--- src/common/pmc_defs.vh ---
// Constants for the power-mode and emulation-mode controller.
`ifndef PMC_DEFS_VH
`define PMC_DEFS_VH
// Oscillator periods in one machine cycle.
`define PMC_OSC_PER_MC      12
// Machine cycles the reset input must stay high before it is accepted.
`define PMC_RST_HOLD_MC     2
// Phase-clock enables (half oscillator rate) needed to qualify a reset.
`define PMC_RST_HOLD_CNT    5'h0C
// Phase-clock enables in the post-Idle execution window (two machine cycles).
`define PMC_IDLE_RUN_CNT    5'h0C
// Oscillator restart time in microseconds.
`define PMC_OSC_START_US    10000
// Reference clock rate in MHz.
`define PMC_CLK_MHZ         25
// Mode state codes.
`define PMC_ST_RUN          3'h0
`define PMC_ST_IDLE         3'h1
`define PMC_ST_PDOWN        3'h2
`define PMC_ST_WAKE         3'h3
`define PMC_ST_RESET        3'h4
`define PMC_ST_IDLERST      3'h5
`endif

--- src/hw/pmc_power_mode_controller.v ---
// Power-mode and emulation-mode controller of a small 8-bit microcontroller.
`timescale 1ns/1ns
`include "pmc_defs.vh"

module pmc_power_mode_controller #(
  parameter OSC_START_CYC = `PMC_OSC_START_US * `PMC_CLK_MHZ
) (
  input  wire       ref_clk,          // Reference clock that samples the oscillator input.
  input  wire       srst,             // Synchronous reset of this controller.
  input  wire       osc_in,           // Oscillator level from the crystal pin.
  input  wire       rstPin,           // Chip reset pin, active high.
  input  wire       idleReq,          // One-cycle request from the core to enter Idle.
  input  wire       pdownReq,         // One-cycle request from the core to enter Power Down.
  input  wire       irqPending,       // Any enabled interrupt is active.
  input  wire       ext_irq_zero_n,   // External interrupt zero pin, low active.
  input  wire       ext_irq_one_n,    // External interrupt one pin, low active.
  input  wire       extIrqEnable,     // Both external interrupts enabled and level-sensitive.
  input  wire       extProgMem,       // Program memory is external.
  input  wire       returnFromIrq,    // Core has executed return_from_interrupt.
  input  wire       aleIn,            // Level sensed on the address latch strobe pin.
  input  wire       progFetchIn,      // Level sensed on the prog_fetch_strobe pin.
  output reg        phaseEn,          // Divide-by-two phase clock enable.
  output reg        osc_out,          // Drive to the oscillator amplifier output.
  output reg        coreRun,          // Core may execute instructions.
  output reg        coreReset,        // Internal reset to core and special_regs.
  output reg        ramBlock,         // Internal RAM access inhibited.
  output reg        wakeIrq,          // Core must vector to the wake-up interrupt.
  output reg        resumeAfterPd,    // Pulse: resume after the Power Down instruction.
  output reg        emulMode,         // Emulation mode is active.
  output reg        strobeForce,      // Strobes and ports are forced by this block.
  output reg        aleOut,           // Address latch strobe level when forced.
  output reg        aleOe_n,          // Address latch strobe output enable, low drives.
  output reg        progFetchOut,     // prog_fetch_strobe level when forced.
  output reg        progFetchOe_n,    // prog_fetch_strobe output enable, low drives.
  output reg        weakPullup,       // Ports and strobes weakly pulled high.
  output reg        port0Float,       // Port zero released to high impedance.
  output reg        port2Addr,        // Port two keeps driving address.
  output reg [2:0]  modeState         // Current mode state.
);

  reg        divFlop_r;               // Divide-by-two flip-flop.
  reg        oscEn_r;                 // Oscillator running.
  reg  [2:0] state_r;                 // Mode state.
  reg  [4:0] rstCnt_r;                // Reset hold count in phase enables.
  reg  [4:0] runCnt_r;                // Post-Idle execution window count.
  reg [31:0] startCnt_r;              // Oscillator restart counter.
  reg        pdWake_r;                // Power Down ended by interrupt, awaiting return.
  reg        aleLowInRst_r;           // Strobe seen low during reset with fetch strobe high.
  reg        oscPrev_r;               // Oscillator level seen at the previous clock.

  wire extIrqLow = extIrqEnable & (~ext_irq_zero_n | ~ext_irq_one_n);
  wire rstQual   = (rstCnt_r == `PMC_RST_HOLD_CNT);
  wire oscRise   = osc_in & ~oscPrev_r;  // Rising edge of the oscillator input.

  // Only rising edges of the incoming oscillator toggle the divider flip-flop, so a
  // long high or low time of an external clock never adds extra phase enables.
  always @(posedge ref_clk) begin
    if (srst) begin
      divFlop_r <= 1'b0;
      phaseEn   <= 1'b0;
      osc_out   <= 1'b0;
      // Starting high hides a level that is already high, so no false edge follows reset.
      oscPrev_r <= 1'b1;
    end else begin
      oscPrev_r <= osc_in;
      osc_out   <= oscEn_r & ~osc_in;
      phaseEn   <= oscEn_r & oscRise & ~divFlop_r;
      if (oscEn_r & oscRise)
        divFlop_r <= ~divFlop_r;
      else
        divFlop_r <= divFlop_r;
    end
  end

  // Reset pin is accepted only after two machine cycles of running oscillator.
  always @(posedge ref_clk) begin
    if (srst) begin
      rstCnt_r <= 5'h00;
    end else if (!rstPin) begin
      rstCnt_r <= 5'h00;
    end else if (phaseEn && !rstQual) begin
      rstCnt_r <= rstCnt_r + 5'h01;
    end
  end

  // Main mode sequencer.
  always @(posedge ref_clk) begin
    if (srst) begin
      state_r       <= `PMC_ST_RESET;
      oscEn_r       <= 1'b1;
      runCnt_r      <= 5'h00;
      startCnt_r    <= 32'h00000000;
      pdWake_r      <= 1'b0;
      resumeAfterPd <= 1'b0;
      aleLowInRst_r <= 1'b0;
      emulMode      <= 1'b0;
    end else begin
      resumeAfterPd <= 1'b0;
      case (state_r)
        `PMC_ST_RUN: begin
          if (rstQual)
            state_r <= `PMC_ST_RESET;
          else if (pdownReq) begin
            state_r <= `PMC_ST_PDOWN;
            oscEn_r <= 1'b0;
          end else if (idleReq)
            state_r <= `PMC_ST_IDLE;
          if (pdWake_r && returnFromIrq) begin
            pdWake_r      <= 1'b0;
            resumeAfterPd <= 1'b1;
          end
        end
        `PMC_ST_IDLE: begin
          if (rstPin) begin
            state_r  <= `PMC_ST_IDLERST;
            runCnt_r <= 5'h00;
          end else if (irqPending)
            state_r <= `PMC_ST_RUN;
        end
        `PMC_ST_IDLERST: begin
          if (runCnt_r == `PMC_IDLE_RUN_CNT || rstQual)
            state_r <= `PMC_ST_RESET;
          else if (phaseEn)
            runCnt_r <= runCnt_r + 5'h01;
        end
        `PMC_ST_PDOWN: begin
          // Only reset or a low external interrupt restarts the oscillator.
          if (rstPin || extIrqLow) begin
            oscEn_r    <= 1'b1;
            startCnt_r <= 32'h00000000;
            state_r    <= `PMC_ST_WAKE;
          end
        end
        `PMC_ST_WAKE: begin
          // The source must stay active while the oscillator settles.
          if (startCnt_r < OSC_START_CYC)
            startCnt_r <= startCnt_r + 32'h00000001;
          if (rstQual)
            state_r <= `PMC_ST_RESET;
          else if (!rstPin && !extIrqLow && startCnt_r >= OSC_START_CYC) begin
            state_r  <= `PMC_ST_RUN;
            pdWake_r <= 1'b1;
          end
        end
        `PMC_ST_RESET: begin
          pdWake_r <= 1'b0;
          // The strobe held low through reset with fetch strobe high selects emulation.
          if (rstPin) begin
            aleLowInRst_r <= ~aleIn & progFetchIn;
            emulMode      <= 1'b0;
          end else begin
            emulMode <= aleLowInRst_r & ~aleIn;
            state_r  <= `PMC_ST_RUN;
          end
        end
        default: state_r <= `PMC_ST_RESET;
      endcase
    end
  end

  // Pin and core control derived from the mode state.
  always @(posedge ref_clk) begin
    if (srst) begin
      // The core is held in reset and every pin is left to the port logic.
      coreRun       <= 1'b0;
      coreReset     <= 1'b1;
      ramBlock      <= 1'b0;
      wakeIrq       <= 1'b0;
      strobeForce   <= 1'b0;
      aleOut        <= 1'b1;
      aleOe_n       <= 1'b1;
      progFetchOut  <= 1'b1;
      progFetchOe_n <= 1'b1;
      weakPullup    <= 1'b0;
      port0Float    <= 1'b0;
      port2Addr     <= 1'b0;
      modeState     <= `PMC_ST_RESET;
    end else begin
      modeState <= state_r;
      coreRun   <= (state_r == `PMC_ST_RUN) | (state_r == `PMC_ST_IDLERST);
      coreReset <= (state_r == `PMC_ST_RESET);
      ramBlock  <= (state_r == `PMC_ST_IDLERST);
      wakeIrq   <= pdWake_r;
      if (emulMode && state_r == `PMC_ST_RUN) begin
        // Emulation: both strobes are released to their weak pull-ups and port zero floats.
        strobeForce   <= 1'b1;
        aleOut        <= 1'b1;
        aleOe_n       <= 1'b1;
        progFetchOut  <= 1'b1;
        progFetchOe_n <= 1'b1;
        weakPullup    <= 1'b1;
        port0Float    <= 1'b1;
        port2Addr     <= 1'b0;
      end else if (state_r == `PMC_ST_IDLE) begin
        // Idle: strobes driven high; with external code port two keeps the address.
        strobeForce   <= 1'b1;
        aleOut        <= 1'b1;
        aleOe_n       <= 1'b0;
        progFetchOut  <= 1'b1;
        progFetchOe_n <= 1'b0;
        weakPullup    <= 1'b0;
        port0Float    <= extProgMem;
        port2Addr     <= extProgMem;
      end else if (state_r == `PMC_ST_PDOWN || state_r == `PMC_ST_WAKE) begin
        // Power Down and wake-up: strobes driven low; port zero floats with external code, other ports hold data.
        strobeForce   <= 1'b1;
        aleOut        <= 1'b0;
        aleOe_n       <= 1'b0;
        progFetchOut  <= 1'b0;
        progFetchOe_n <= 1'b0;
        weakPullup    <= 1'b0;
        port0Float    <= extProgMem;
        port2Addr     <= 1'b0;
      end else begin
        // Running or in reset: the port logic of the core owns every pin.
        strobeForce   <= 1'b0;
        aleOut        <= 1'b1;
        aleOe_n       <= 1'b1;
        progFetchOut  <= 1'b1;
        progFetchOe_n <= 1'b1;
        weakPullup    <= 1'b0;
        port0Float    <= 1'b0;
        port2Addr     <= 1'b0;
      end
    end
  end

endmodule

--- config.mk ---
export PLATFORM = sky130hd
export DESIGN_NAME = pmc_power_mode_controller
export DESIGN_NICKNAME = d
export VERILOG_FILES = /design/src/hw/pmc_power_mode_controller.v
export VERILOG_INCLUDE_DIRS = /design/src /design/src/common
export SDC_FILE = /design/constraint.sdc
export NUM_CORES = 1
export LEC_CHECK = 0
export BUFFER_PORTS_ARGS = -buffer_cell sky130_fd_sc_hd__buf_2
export CELL_PAD_IN_SITES_DETAIL_PLACEMENT = 1
export CELL_PAD_IN_SITES_GLOBAL_PLACEMENT = 1
export CORE_MARGIN = 1
export CORE_UTILIZATION = 27
export CTS_CLUSTER_SIZE = 16
export DETAILED_ROUTE_END_ITERATION = 12
export GPL_TIMING_DRIVEN = 0
export PLACE_DENSITY = 0.54
export SKIP_CTS_REPAIR_TIMING = 1
export SLEW_MARGIN = 40
export SYNTH_ARGS = -nofsm -noshare
export SYNTH_HDL_FRONTEND = slang
export SYNTH_SLANG_ARGS = --single-unit
--- constraint.sdc ---
create_clock -name ref_clk -period 2.4 [get_ports ref_clk]
set_input_delay 0.36 -clock ref_clk [delete_from_list [all_inputs] [get_ports ref_clk]]
set_output_delay 0.36 -clock ref_clk [all_outputs]
set_load 0.02 [all_outputs]
==> results of run 1 <==
cell usage in the layout, fill, tap and decap left out, drive strengths merged, types with 2 or more instances in the layout:
cell type and instances:
or3 5, inv 11, nor2 27, buf 40, nand4b 3, or2 2, dfxtp 67, a2111o 10
nand2 34, nor3b 2, nand3 16, nand4 5, mux2i 6, and2 2, and4 2, o2111ai 11
xnor2 4, o21ai 10, o211ai 3, nor3 6, o31ai 4, nor2b 5, ha 6, clkbuf 23
a31oi 2, nand3b 2, bufinv 3, and3 22, nand2b 3, xor2 4, mux2 2, a21oi 8
nor4 5
logic make-up after synthesis:
family | synth area share [%]
buffers and inverters | 4.61
and+or+nand+nor | 25.6
xor gates and xnor gates | 2.39
AOI/OAI and AO/OA | 16.3
DFF | 45.8
adders and majority gates | 2.56
muxes | 2.82
how the worst min path moves through the flow:
stage | start | endpoint | slack (ns) | depth (start not counted)
5_1_grt | osc_in | osc_out | 0.21 | 2
4_1_cts | osc_in | osc_out | 0.21 | 2
2_1_floorplan | oscPrev_r | phaseEn | 0.39 | 1
3_3_place_gp | oscPrev_r | phaseEn | 0.40 | 1
3_5_place_dp | oscPrev_r | phaseEn | 0.42 | 1
6_report | osc_in | osc_out | 0.23 | 2
power by group:
group          total [mW]  switching (mW)  leakage, nW  internal (mW)
registers            1.20          0.0347        0.542           1.17
logic               0.507           0.341        0.783          0.165
clock network        1.18           0.456        0.123          0.720
through the flow:
stage / hold WS, ns / total power [mW]
final: 0.232 / 2.89
after global routing: 0.211 / 3.05
after CTS: 0.215 / 2.93
after detailed placement: 0.419 / 1.74
after global placement: 0.401 / 1.74
after floorplan: 0.391 / 1.57
flip-flops by register name, indices dropped and copies added, names as in the netlist, 3 cells and up:
register and flops:
rstCnt_r 5, runCnt_r 5, state_r 3, startCnt_r 32
modeState 3
metal layers:
layer	routed length [microns]	share of wire [%]	GRT usage (%)
met4	115	1.5	6.55
met1	4140	53	21.0
met5	0	0	0
met2	3270	42	22.1
met3	211	2.7	2.76
final cells by class:
class                      count  area, sq um
clock inverter                 6          111
inverter                      10         37.5
multi-input combinational    227         1470
sequential                    67         1340
timing repair buffer          32          160
fill                        1244         6890
buffer                        21         97.6
tap                          136          170
clock buffer                  10          138
==> impl_metrics.env, run 1 <==
export IMPL_clkSinkCount=67
export IMPL_cp_max_fo=10
export IMPL_setup_viol=0
export IMPL_row_count=37
export IMPL_post_place_cells=493
export IMPL_final_util_pct=33.8
export IMPL_hpwl_mm=5.35
export IMPL_max_freq_ghz=0.458
export IMPL_synthTopCellsByArea="dfxtp_1 (46%), and3_1 (4.7%), nand2_1 (4.4%)"
export IMPL_dieWidth_microns=106
export IMPL_reg2reg_from="startCnt_r[9]"
export IMPL_worstSetupEndpointType="register"
export IMPL_gp_congestion=0.730
export IMPL_portBuffers=32
export IMPL_grt_pass1_vias=2511
export IMPL_synthFlopType="dfxtp_1"
export IMPL_grt_usage_pct=14.9
export IMPL_setup_worst_path_end="startCnt_r[10]"
export IMPL_path_depth=6
export IMPL_synth_most_common_cell="dfxtp_1"
export IMPL_crit_buf_inv=1
export IMPL_yosys_warnings=0
export IMPL_synth_top_cell_area_share_pct=45.8
export IMPL_io_pin_count=33
export IMPL_cp_slowest_cell="or3_4"
export IMPL_cp_required_ns=2.64
export IMPL_synth_top_area_cell="dfxtp_1"
export IMPL_synthArstFlopShare_pct=0
export IMPL_ys_seq_area_share_pct=45.8
export IMPL_place_area_sq_mm=0.00327
export IMPL_reg2reg_depth=6
export IMPL_core_sq_mm=0.0104
export IMPL_max_slew_margin_rel_pct=55.7
export IMPL_startpoint_type="register"
export IMPL_path_cells="nor4_1 > a311oi_2 > or3_4 > clkbuf_1 > o2111ai_1 > nand2_1"
export IMPL_instances_no_fill=509
export IMPL_dr_total_vias=2512
export IMPL_final_setup_skew_ns=0.00912
export IMPL_p_per_area_mw_per_mm2=819
export IMPL_postRouteAntennaNets=0
export IMPL_critPathTopFamily="simple AND/OR/NAND/NOR gates"
export IMPL_grt_pass1_wl_mm=13.1
export IMPL_leakage_nw=1.45
export IMPL_rrSetupSlack_ns=0.22
export IMPL_final_area_sq_mm=0.00353
export IMPL_drt_first_pass_iters=4
export IMPL_syn_inst=325
export IMPL_critPathKind="reg -> reg"
export IMPL_ir_drop_mv=0.311
export IMPL_root_buffer="clkbuf_8"
export IMPL_wl_mm=7.74
export IMPL_hold_class="in -> reg"
export IMPL_cp_slowest_stage_delay_ns=0.44
export IMPL_wl_per_cell_microns=15.2
export IMPL_setup_tns_ns=0
export IMPL_pre_cts_ws_ns=0.0623
export IMPL_start_util_pct=28.1
export IMPL_hold_violations=0
export IMPL_worst_slew_pin_slew_ns=0.663
export IMPL_synth_ff_latch_count=67
export IMPL_drv_slew=0
export IMPL_via_per_inst=4.94
export IMPL_grt_max_degree=13
export IMPL_tritoncts="built"
export IMPL_design_die_area_sq_mm=0.0113
export IMPL_yosys_top_cells_count="dfxtp_1 (67), nand2_1 (34), nor2_1 (27), and3_1 (22), nand3_1 (16)"
export IMPL_diodes=0
export IMPL_dr_first_iter_drc_count=95
export IMPL_cts_buffer_depth=2
export IMPL_antenna_found_initial=0
export IMPL_cap_viol_max_count=0
export IMPL_path_clk_slew_ns=0.08
export IMPL_fp_dieH_microns=106
export IMPL_drive_above_1_share_pct=17.2
export IMPL_synth_edff_count=0
export IMPL_cts_buffers=9
export IMPL_status="finished clean"
export IMPL_rsz0062_at_grt="false"
export IMPL_min_period_ns=2.18
export IMPL_fin_ws_ns=0.216
export IMPL_cp_arrival_ns=2.42
export IMPL_synth_nets=345
export IMPL_area_growth_pct=20.3
export IMPL_nets=388
export IMPL_cts_htree_levels=3
export IMPL_crit_start="startCnt_r[9]"
export IMPL_rr_endpoint="startCnt_r[10]"
export IMPL_grt_overflow_total=0
export IMPL_synthDistinctLibCells=53
export IMPL_worstSkewPairLatency_ns=0.34
export IMPL_drcViolationCount=0
export IMPL_syn_area_sq_mm=0.00293
export IMPL_syn_mean_instance_area_sq_um=9.02
export IMPL_fin_crit_sh_pct=91.0
Power figures use the tool's default switching activity.
==> run 2: changes to the inputs <==
--- a/config.mk
+++ b/config.mk
@@ -6,6 +6,7 @@
 export SDC_FILE = /design/constraint.sdc
 export NUM_CORES = 1
 export LEC_CHECK = 0
+export ABC_AREA = 1
 export BUFFER_PORTS_ARGS = -buffer_cell sky130_fd_sc_hd__buf_2
 export CELL_PAD_IN_SITES_DETAIL_PLACEMENT = 1
 export CELL_PAD_IN_SITES_GLOBAL_PLACEMENT = 1
@@ -14,7 +15,7 @@
 export CTS_CLUSTER_SIZE = 16
 export DETAILED_ROUTE_END_ITERATION = 12
 export GPL_TIMING_DRIVEN = 0
-export PLACE_DENSITY = 0.54
+export PLACE_DENSITY = 0.55
 export SKIP_CTS_REPAIR_TIMING = 1
 export SLEW_MARGIN = 40
 export SYNTH_ARGS = -nofsm -noshare
==> constraint.sdc (replaced) <==
create_clock -name ref_clk -period 2.4 [get_ports ref_clk]
set_input_delay 0.48 -clock ref_clk [delete_from_list [all_inputs] [get_ports ref_clk]]
set_output_delay 0.48 -clock ref_clk [all_outputs]
set_load 0.02 [all_outputs]
==> run 2 against run 1 <==
Via count increased by 11%; critical path type unchanged; maximum frequency increased by 26%; worst hold slack improved by 0.14 ns; register-to-register slack improved by 0.45 ns; combinational power increased by 31%; design area increased by 7.0%; clock power increased by 11%; clock skew decreased by 0.0037 ns; global-route usage about the same; setup slack improved by 0.45 ns; power increased by 12%.
==> impl_metrics.env, run 2 <==
export IMPL_status="finished clean"
export IMPL_max_freq_ghz=0.578
export IMPL_wl_mm=8.03
export IMPL_postRouteAntennaNets=0
export IMPL_final_area_sq_mm=0.00377
export IMPL_top_regs="startCnt_r (32), rstCnt_r (5), runCnt_r (5)"
export IMPL_core_sq_mm=0.0114
export IMPL_via_per_inst=4.55
export IMPL_hpwl_mm=6.11
export IMPL_cts_htree_levels=3
export IMPL_hold_slack_ns=0.373
export IMPL_worstSetupEndpointType="register"
export IMPL_worstSkewPairLatency_ns=0.33
export IMPL_dr_first_iter_drc_count=83
export IMPL_rrSetupSlack_ns=0.67
export IMPL_rr_endpoint="startCnt_r[16]"
export IMPL_final_cell_mix="nand2_1 (71), dfxtp_1 (67), nor2_1 (60)"
export IMPL_antenna_found_initial=0
export IMPL_grt_pass1_wl_mm=13.6
export IMPL_min_delay_start="osc_in"
export IMPL_drv_slew=0
export IMPL_tritoncts="built"
export IMPL_hold_class="in -> reg"
export IMPL_nets=485
export IMPL_largest_register="startCnt_r"
export IMPL_power_mw=3.24
export IMPL_grt_usage_pct=14.9
export IMPL_cts_buffer_depth=2
export IMPL_reg2reg_depth=8
export IMPL_cap_viol_max_count=0
export IMPL_leakage_nw=1.52
export IMPL_crit_start="startCnt_r[0]"
export IMPL_drcViolationCount=0
export IMPL_synthTopCellsByArea="dfxtp_1 (43%), nand2_1 (8.5%), nor2_1 (7.2%)"
export IMPL_hold_violations=0
export IMPL_cp_required_ns=2.66
export IMPL_max_slew_margin_rel_pct=58.4
export IMPL_final_setup_skew_ns=0.00545
export IMPL_setup_tns_ns=0
export IMPL_clkSinkCount=67
export IMPL_rsz0062_at_grt="false"
export IMPL_diodes=0
export IMPL_setup_viol=0
export IMPL_synthFlopType="dfxtp_1"
export IMPL_startpoint_type="register"
export IMPL_design_die_area_sq_mm=0.0121
export IMPL_cp_max_fo=4
export IMPL_pre_cts_ws_ns=0.567
export IMPL_gp_congestion=0.734
export IMPL_synthArstFlopShare_pct=0
export IMPL_largest_register_ffs=32
export IMPL_fin_ws_ns=0.669
export IMPL_p_per_area_mw_per_mm2=859
export IMPL_syn_mean_instance_area_sq_um=7.44
export IMPL_fp_dieH_microns=110
export IMPL_synth_ff_latch_count=67
export IMPL_area_growth_pct=20.2
export IMPL_path_clk_slew_ns=0.06
export IMPL_cp_arrival_ns=2.00
export IMPL_synth_most_common_cell="nand2_1"
export IMPL_io_pin_count=33
export IMPL_yosys_warnings=0
export IMPL_root_buffer="clkbuf_16"
export IMPL_instances_no_fill=613
export IMPL_synth_edff_count=0
export IMPL_yosys_top_cells_count="nand2_1 (71), dfxtp_1 (67), nor2_1 (60), inv_1 (54), nand3_1 (36)"
export IMPL_synthDistinctLibCells=37
export IMPL_final_util_pct=33.2
export IMPL_drive_above_1_share_pct=18.5
export IMPL_dieWidth_microns=110
export IMPL_place_area_sq_mm=0.00348
export IMPL_syn_area_sq_mm=0.00314
export IMPL_worst_slew_pin_slew_ns=0.623
export IMPL_start_util_pct=27.6
export IMPL_synth_nets=442
export IMPL_cts_buffers=9
export IMPL_grt_max_degree=13
export IMPL_portBuffers=32
export IMPL_grt_overflow_total=0
export IMPL_reg2reg_from="startCnt_r[0]"
export IMPL_dr_total_vias=2789
export IMPL_ir_drop_mv=0.453
export IMPL_synth_top_cell_area_share_pct=42.7
export IMPL_fin_crit_sh_pct=72.1
export IMPL_row_count=39
export IMPL_setup_worst_path_end="startCnt_r[16]"
export IMPL_min_period_ns=1.73
export IMPL_drt_first_pass_iters=4
export IMPL_ys_seq_area_share_pct=42.7
export IMPL_syn_inst=422
export IMPL_post_place_cells=597
export IMPL_critPathKind="reg -> reg"
export IMPL_fillCellCount=1401
export IMPL_grt_pass1_vias=2840
export IMPL_wl_per_cell_microns=13.1
export IMPL_synth_top_area_cell="dfxtp_1"
export IMPL_final_common_cell="nand2_1"
[run 2: cell types whose count changed in the layout (fill, tap and decap cells not counted), sizes merged, moves of 10 or more]
cell / change
a2111o: -10
a21oi: +22
and3: -22
clkbuf: -11
inv: +49
nand2: +43
nand3: +26
nor2: +38
nor3: +17
o2111ai: -11
[run 2: final cells by class]
cell class / instances / area, sq um / area share [%]
plain buffers: 12 / 81.3 / 2.16
clock inverters: 7 / 68.8 / 1.82
multi-input cells: 283 / 1490 / 39.5
inverters: 60 / 225 / 5.97
repair buffers: 32 / 160 / 4.25
well taps: 143 / 179 / 4.74
clock buffers: 9 / 225 / 5.97
flip-flops and latches: 67 / 1340 / 35.6
[run 2: worst min path at each step]
stage	endpoint	slack [ns]	cells after the start
floorplan	wakeIrq	0.41	2
global placement	startCnt_r[23]	0.43	2
detailed placement	startCnt_r[27]	0.44	2
CTS	oscPrev_r	0.37	3
global route	oscPrev_r	0.40	3
finish	oscPrev_r	0.37	3
[run 2: power by group]
part           internal [mW]  total (mW)  switching (mW)
clock network          0.799        1.31           0.508
registers               1.21        1.27          0.0642
logic                  0.206       0.662           0.456
[run 2: worst max-delay path: stages (launching register included)]
cell and delay [ns]:
dfxtp_1 0.38, ha_1 0.21, nand2_1 0.09, nor2_1 0.25, and2_1 0.23, nand3_1 0.11, xor2_1 0.18, nand3_2 0.09
a21oi_2 0.11
[run 2: logic make-up (layout without fill, tap and decap cells)]
family                     Yosys count  in the layout  synth area share (%)
xor gates and xnor gates             9              9                  2.51
adders and majority gates            6              6                  2.39
buffers and inverters               72            120                  9.77
AOI/OAI and AO/OA                   45             45                  8.53
DFF                                 67             67                  42.7
and+or+nand+nor                    223            223                  34.1
[run 2: layer usage]
| metal | share of wire [%] | GRT usage (%) | vias up | wire length [microns] |
|---|---|---|---|---|
| met3 | 2.4 | 2.85 | 12 | 194 |
| met4 | 1.7 | 6.57 | 0 | 134 |
| met5 | 0 | 0 | - | 0 |
| li1 | - | - | 1444 | - |
| met2 | 46 | 24.3 | 32 | 3670 |
| met1 | 50 | 19.0 | 1301 | 4030 |
==> run 3: changes to the inputs <==
--- a/config.mk
+++ b/config.mk
@@ -15,7 +15,7 @@
 export CTS_CLUSTER_SIZE = 16
 export DETAILED_ROUTE_END_ITERATION = 12
 export GPL_TIMING_DRIVEN = 0
-export PLACE_DENSITY = 0.55
+export PLACE_DENSITY = 0.57
 export SKIP_CTS_REPAIR_TIMING = 1
 export SLEW_MARGIN = 40
 export SYNTH_ARGS = -nofsm -noshare
==> constraint.sdc (replaced) <==
create_clock -name ref_clk -period 1.5 [get_ports ref_clk]
set_input_delay 0.3 -clock ref_clk [delete_from_list [all_inputs] [get_ports ref_clk]]
set_output_delay 0.3 -clock ref_clk [all_outputs]
set_load 0.02 [all_outputs]
==> run 3 against run 2 <==
The flow now finishes with violations (setup timing); global-route usage shrank 0.13 points; design area grew 20%; setup slack lost 0.74 ns; sequential share of layout area shrank 4.5 points; wire length grew 9.3%; critical path depth grew 2; via count grew 5.6%; register-to-register slack lost 0.74 ns; worst hold slack lost 0.17 ns; largest cell class unchanged; largest power group unchanged.
==> impl_metrics.env, run 3 (same netlist as run 2, synthesis figures left out) <==
export IMPL_clkSinkCount=67
export IMPL_drcViolationCount=0
export IMPL_io_pin_count=33
export IMPL_cts_buffers=9
export IMPL_power_frac_comb_pct=25.8
export IMPL_fin_crit_sh_pct=105
export IMPL_cts_buffer_depth=2
export IMPL_diodes=0
export IMPL_dieWidth_microns=110
export IMPL_p_sw_share_pct=32.2
export IMPL_row_count=39
export IMPL_worst_slew_pin_slew_ns=0.742
export IMPL_design_die_area_sq_mm=0.0121
export IMPL_fin_ws_ns=-0.0719
export IMPL_final_cell_mix="nand2_1 (55), nor2_1 (48), inv_1 (46)"
export IMPL_largest_register_ffs=32
export IMPL_p_per_area_mw_per_mm2=1270
export IMPL_drv_slew=0
export IMPL_hold_violations=0
export IMPL_cp_slowest_stage_delay_ns=0.36
export IMPL_path_cells="nor2_4 > nand2_2 > a21oi_2 > nand2_1 > nand2_2 > nand3_4 > nand2_8 > clkbuf_16 > nand3_2 > a21oi_2"
export IMPL_cp_required_ns=1.75
export IMPL_path_clk_slew_ns=0.06
export IMPL_grt_usage_pct=14.8
export IMPL_largest_register="startCnt_r"
export IMPL_cp_arrival_ns=1.83
export IMPL_multi_input_area_sq_mm=0.00186
export IMPL_cp_max_fo=5
export IMPL_seqPwrFrac_pct=36.0
export IMPL_drt_first_pass_iters=4
export IMPL_dr_total_vias=2946
export IMPL_dr_first_iter_drc_count=67
export IMPL_max_freq_ghz=0.636
export IMPL_gp_congestion=0.757
export IMPL_grt_overflow_total=0
export IMPL_top_regs="startCnt_r (32), rstCnt_r (5), runCnt_r (5)"
export IMPL_hold_class="in -> reg"
export IMPL_pre_cts_ws_ns=-0.243
export IMPL_critPathTopFamily="simple AND/OR/NAND/NOR gates"
export IMPL_fp_dieH_microns=110
export IMPL_ir_drop_mv=0.947
export IMPL_instances_no_fill=643
export IMPL_critPathKind="reg -> reg"
export IMPL_tritoncts="built"
export IMPL_grt_pass1_vias=2822
export IMPL_hold_slack_ns=0.198
export IMPL_wl_mm=8.78
export IMPL_area_growth_pct=44.1
export IMPL_antenna_found_initial=0
export IMPL_start_util_pct=27.6
export IMPL_worstSetupEndpointType="register"
export IMPL_post_place_cells=597
export IMPL_violations="setup timing"
export IMPL_switching_power_mw=1.85
export IMPL_worstSkewPairLatency_ns=0.33
export IMPL_fillCellCount=1368
export IMPL_min_period_ns=1.57
export IMPL_power_frac_clock_pct=38.3
export IMPL_nets=515
export IMPL_power_mw=5.75
export IMPL_regArea_sq_mm=0.00140
export IMPL_final_common_cell="nand2_1"
export IMPL_cp_slowest_cell="dfxtp_4"
export IMPL_rsz0062_at_grt="true"
export IMPL_portBuffers=32
export IMPL_leakage_nw=1.86
export IMPL_final_setup_skew_ns=0.00536
export IMPL_wl_per_cell_microns=13.7
export IMPL_crit_buf_inv=1
export IMPL_setup_viol=23
export IMPL_startpoint_type="register"
export IMPL_grt_pass1_wl_mm=13.5
export IMPL_p_int_mw=3.89
export IMPL_grt_max_degree=13
export IMPL_root_buffer="clkbuf_16"
export IMPL_cap_viol_max_count=0
export IMPL_cts_htree_levels=3
export IMPL_hpwl_mm=6.13
export IMPL_core_sq_mm=0.0114
export IMPL_max_slew_margin_rel_pct=50.5
export IMPL_postRouteAntennaNets=0
export IMPL_via_per_inst=4.58
export IMPL_drive_above_1_share_pct=40.6
export IMPL_status="finished with violations"
-- run 3: cell count changes in the layout (fill, tap and decap cells not counted), sizes merged --
cell,delta
clkbuf,+4
buf,+27
nand2,+1
clkinv,-2
-- run 3: worst paths after layout --
path	startpoint	to	slack (ns)	cells past startpoint
setup / recovery	startCnt_r[11]	startCnt_r[1]	-0.07	10
hold / removal	osc_in	oscPrev_r	0.20	3
setup reg to reg	startCnt_r[11]	startCnt_r[1]	-0.07	10
hold reg to reg	startCnt_r[29]	startCnt_r[29]	0.44	2
-- run 3: metrics by stage --
stage                     util, %  TNS [ns]  cell area (sq um)
after floorplan                 -         0               3140
after detailed placement     30.6     -6.80               3480
after global placement       30.6     -6.02               3480
after CTS                    33.3     -5.93               3790
after global routing         39.8     -3.99               4520
final                        39.8    -0.675               4520
-- run 3: worst min-delay path, stage by stage --
cell and delay (ns):
buf_2 0.08, inv_1 0.04, nand2_1 0.07
-- run 3: cell type report --
cell class | count | share of cell area [%]
Inverter | 60 | 5.51
Tap cell | 143 | 3.96
Clock inverter | 5 | 1.33
Sequential cell | 67 | 31.0
Clock buffer | 11 | 5.59
Timing Repair Buffer | 61 | 9.30
Buffer | 12 | 2.27
Multi-Input combinational cell | 284 | 41.0
-- run 3: power groups by stage --
stage               clock network (mW)  logic (mW)  registers [mW]
finish                            2.20        1.48            2.07
global route                      2.34        1.64            2.08
global placement                     0        1.06            2.06
CTS                               2.26        1.08            2.02
floorplan                            0       0.654            2.16
detailed placement                   0        1.08            2.06
-- run 3: routing by layer --
layer	global-route usage (%)	share of wire (%)
met5	0	0
met1	18.4	47
met2	24.4	49
met3	4.56	3.2
met4	4.29	1.4
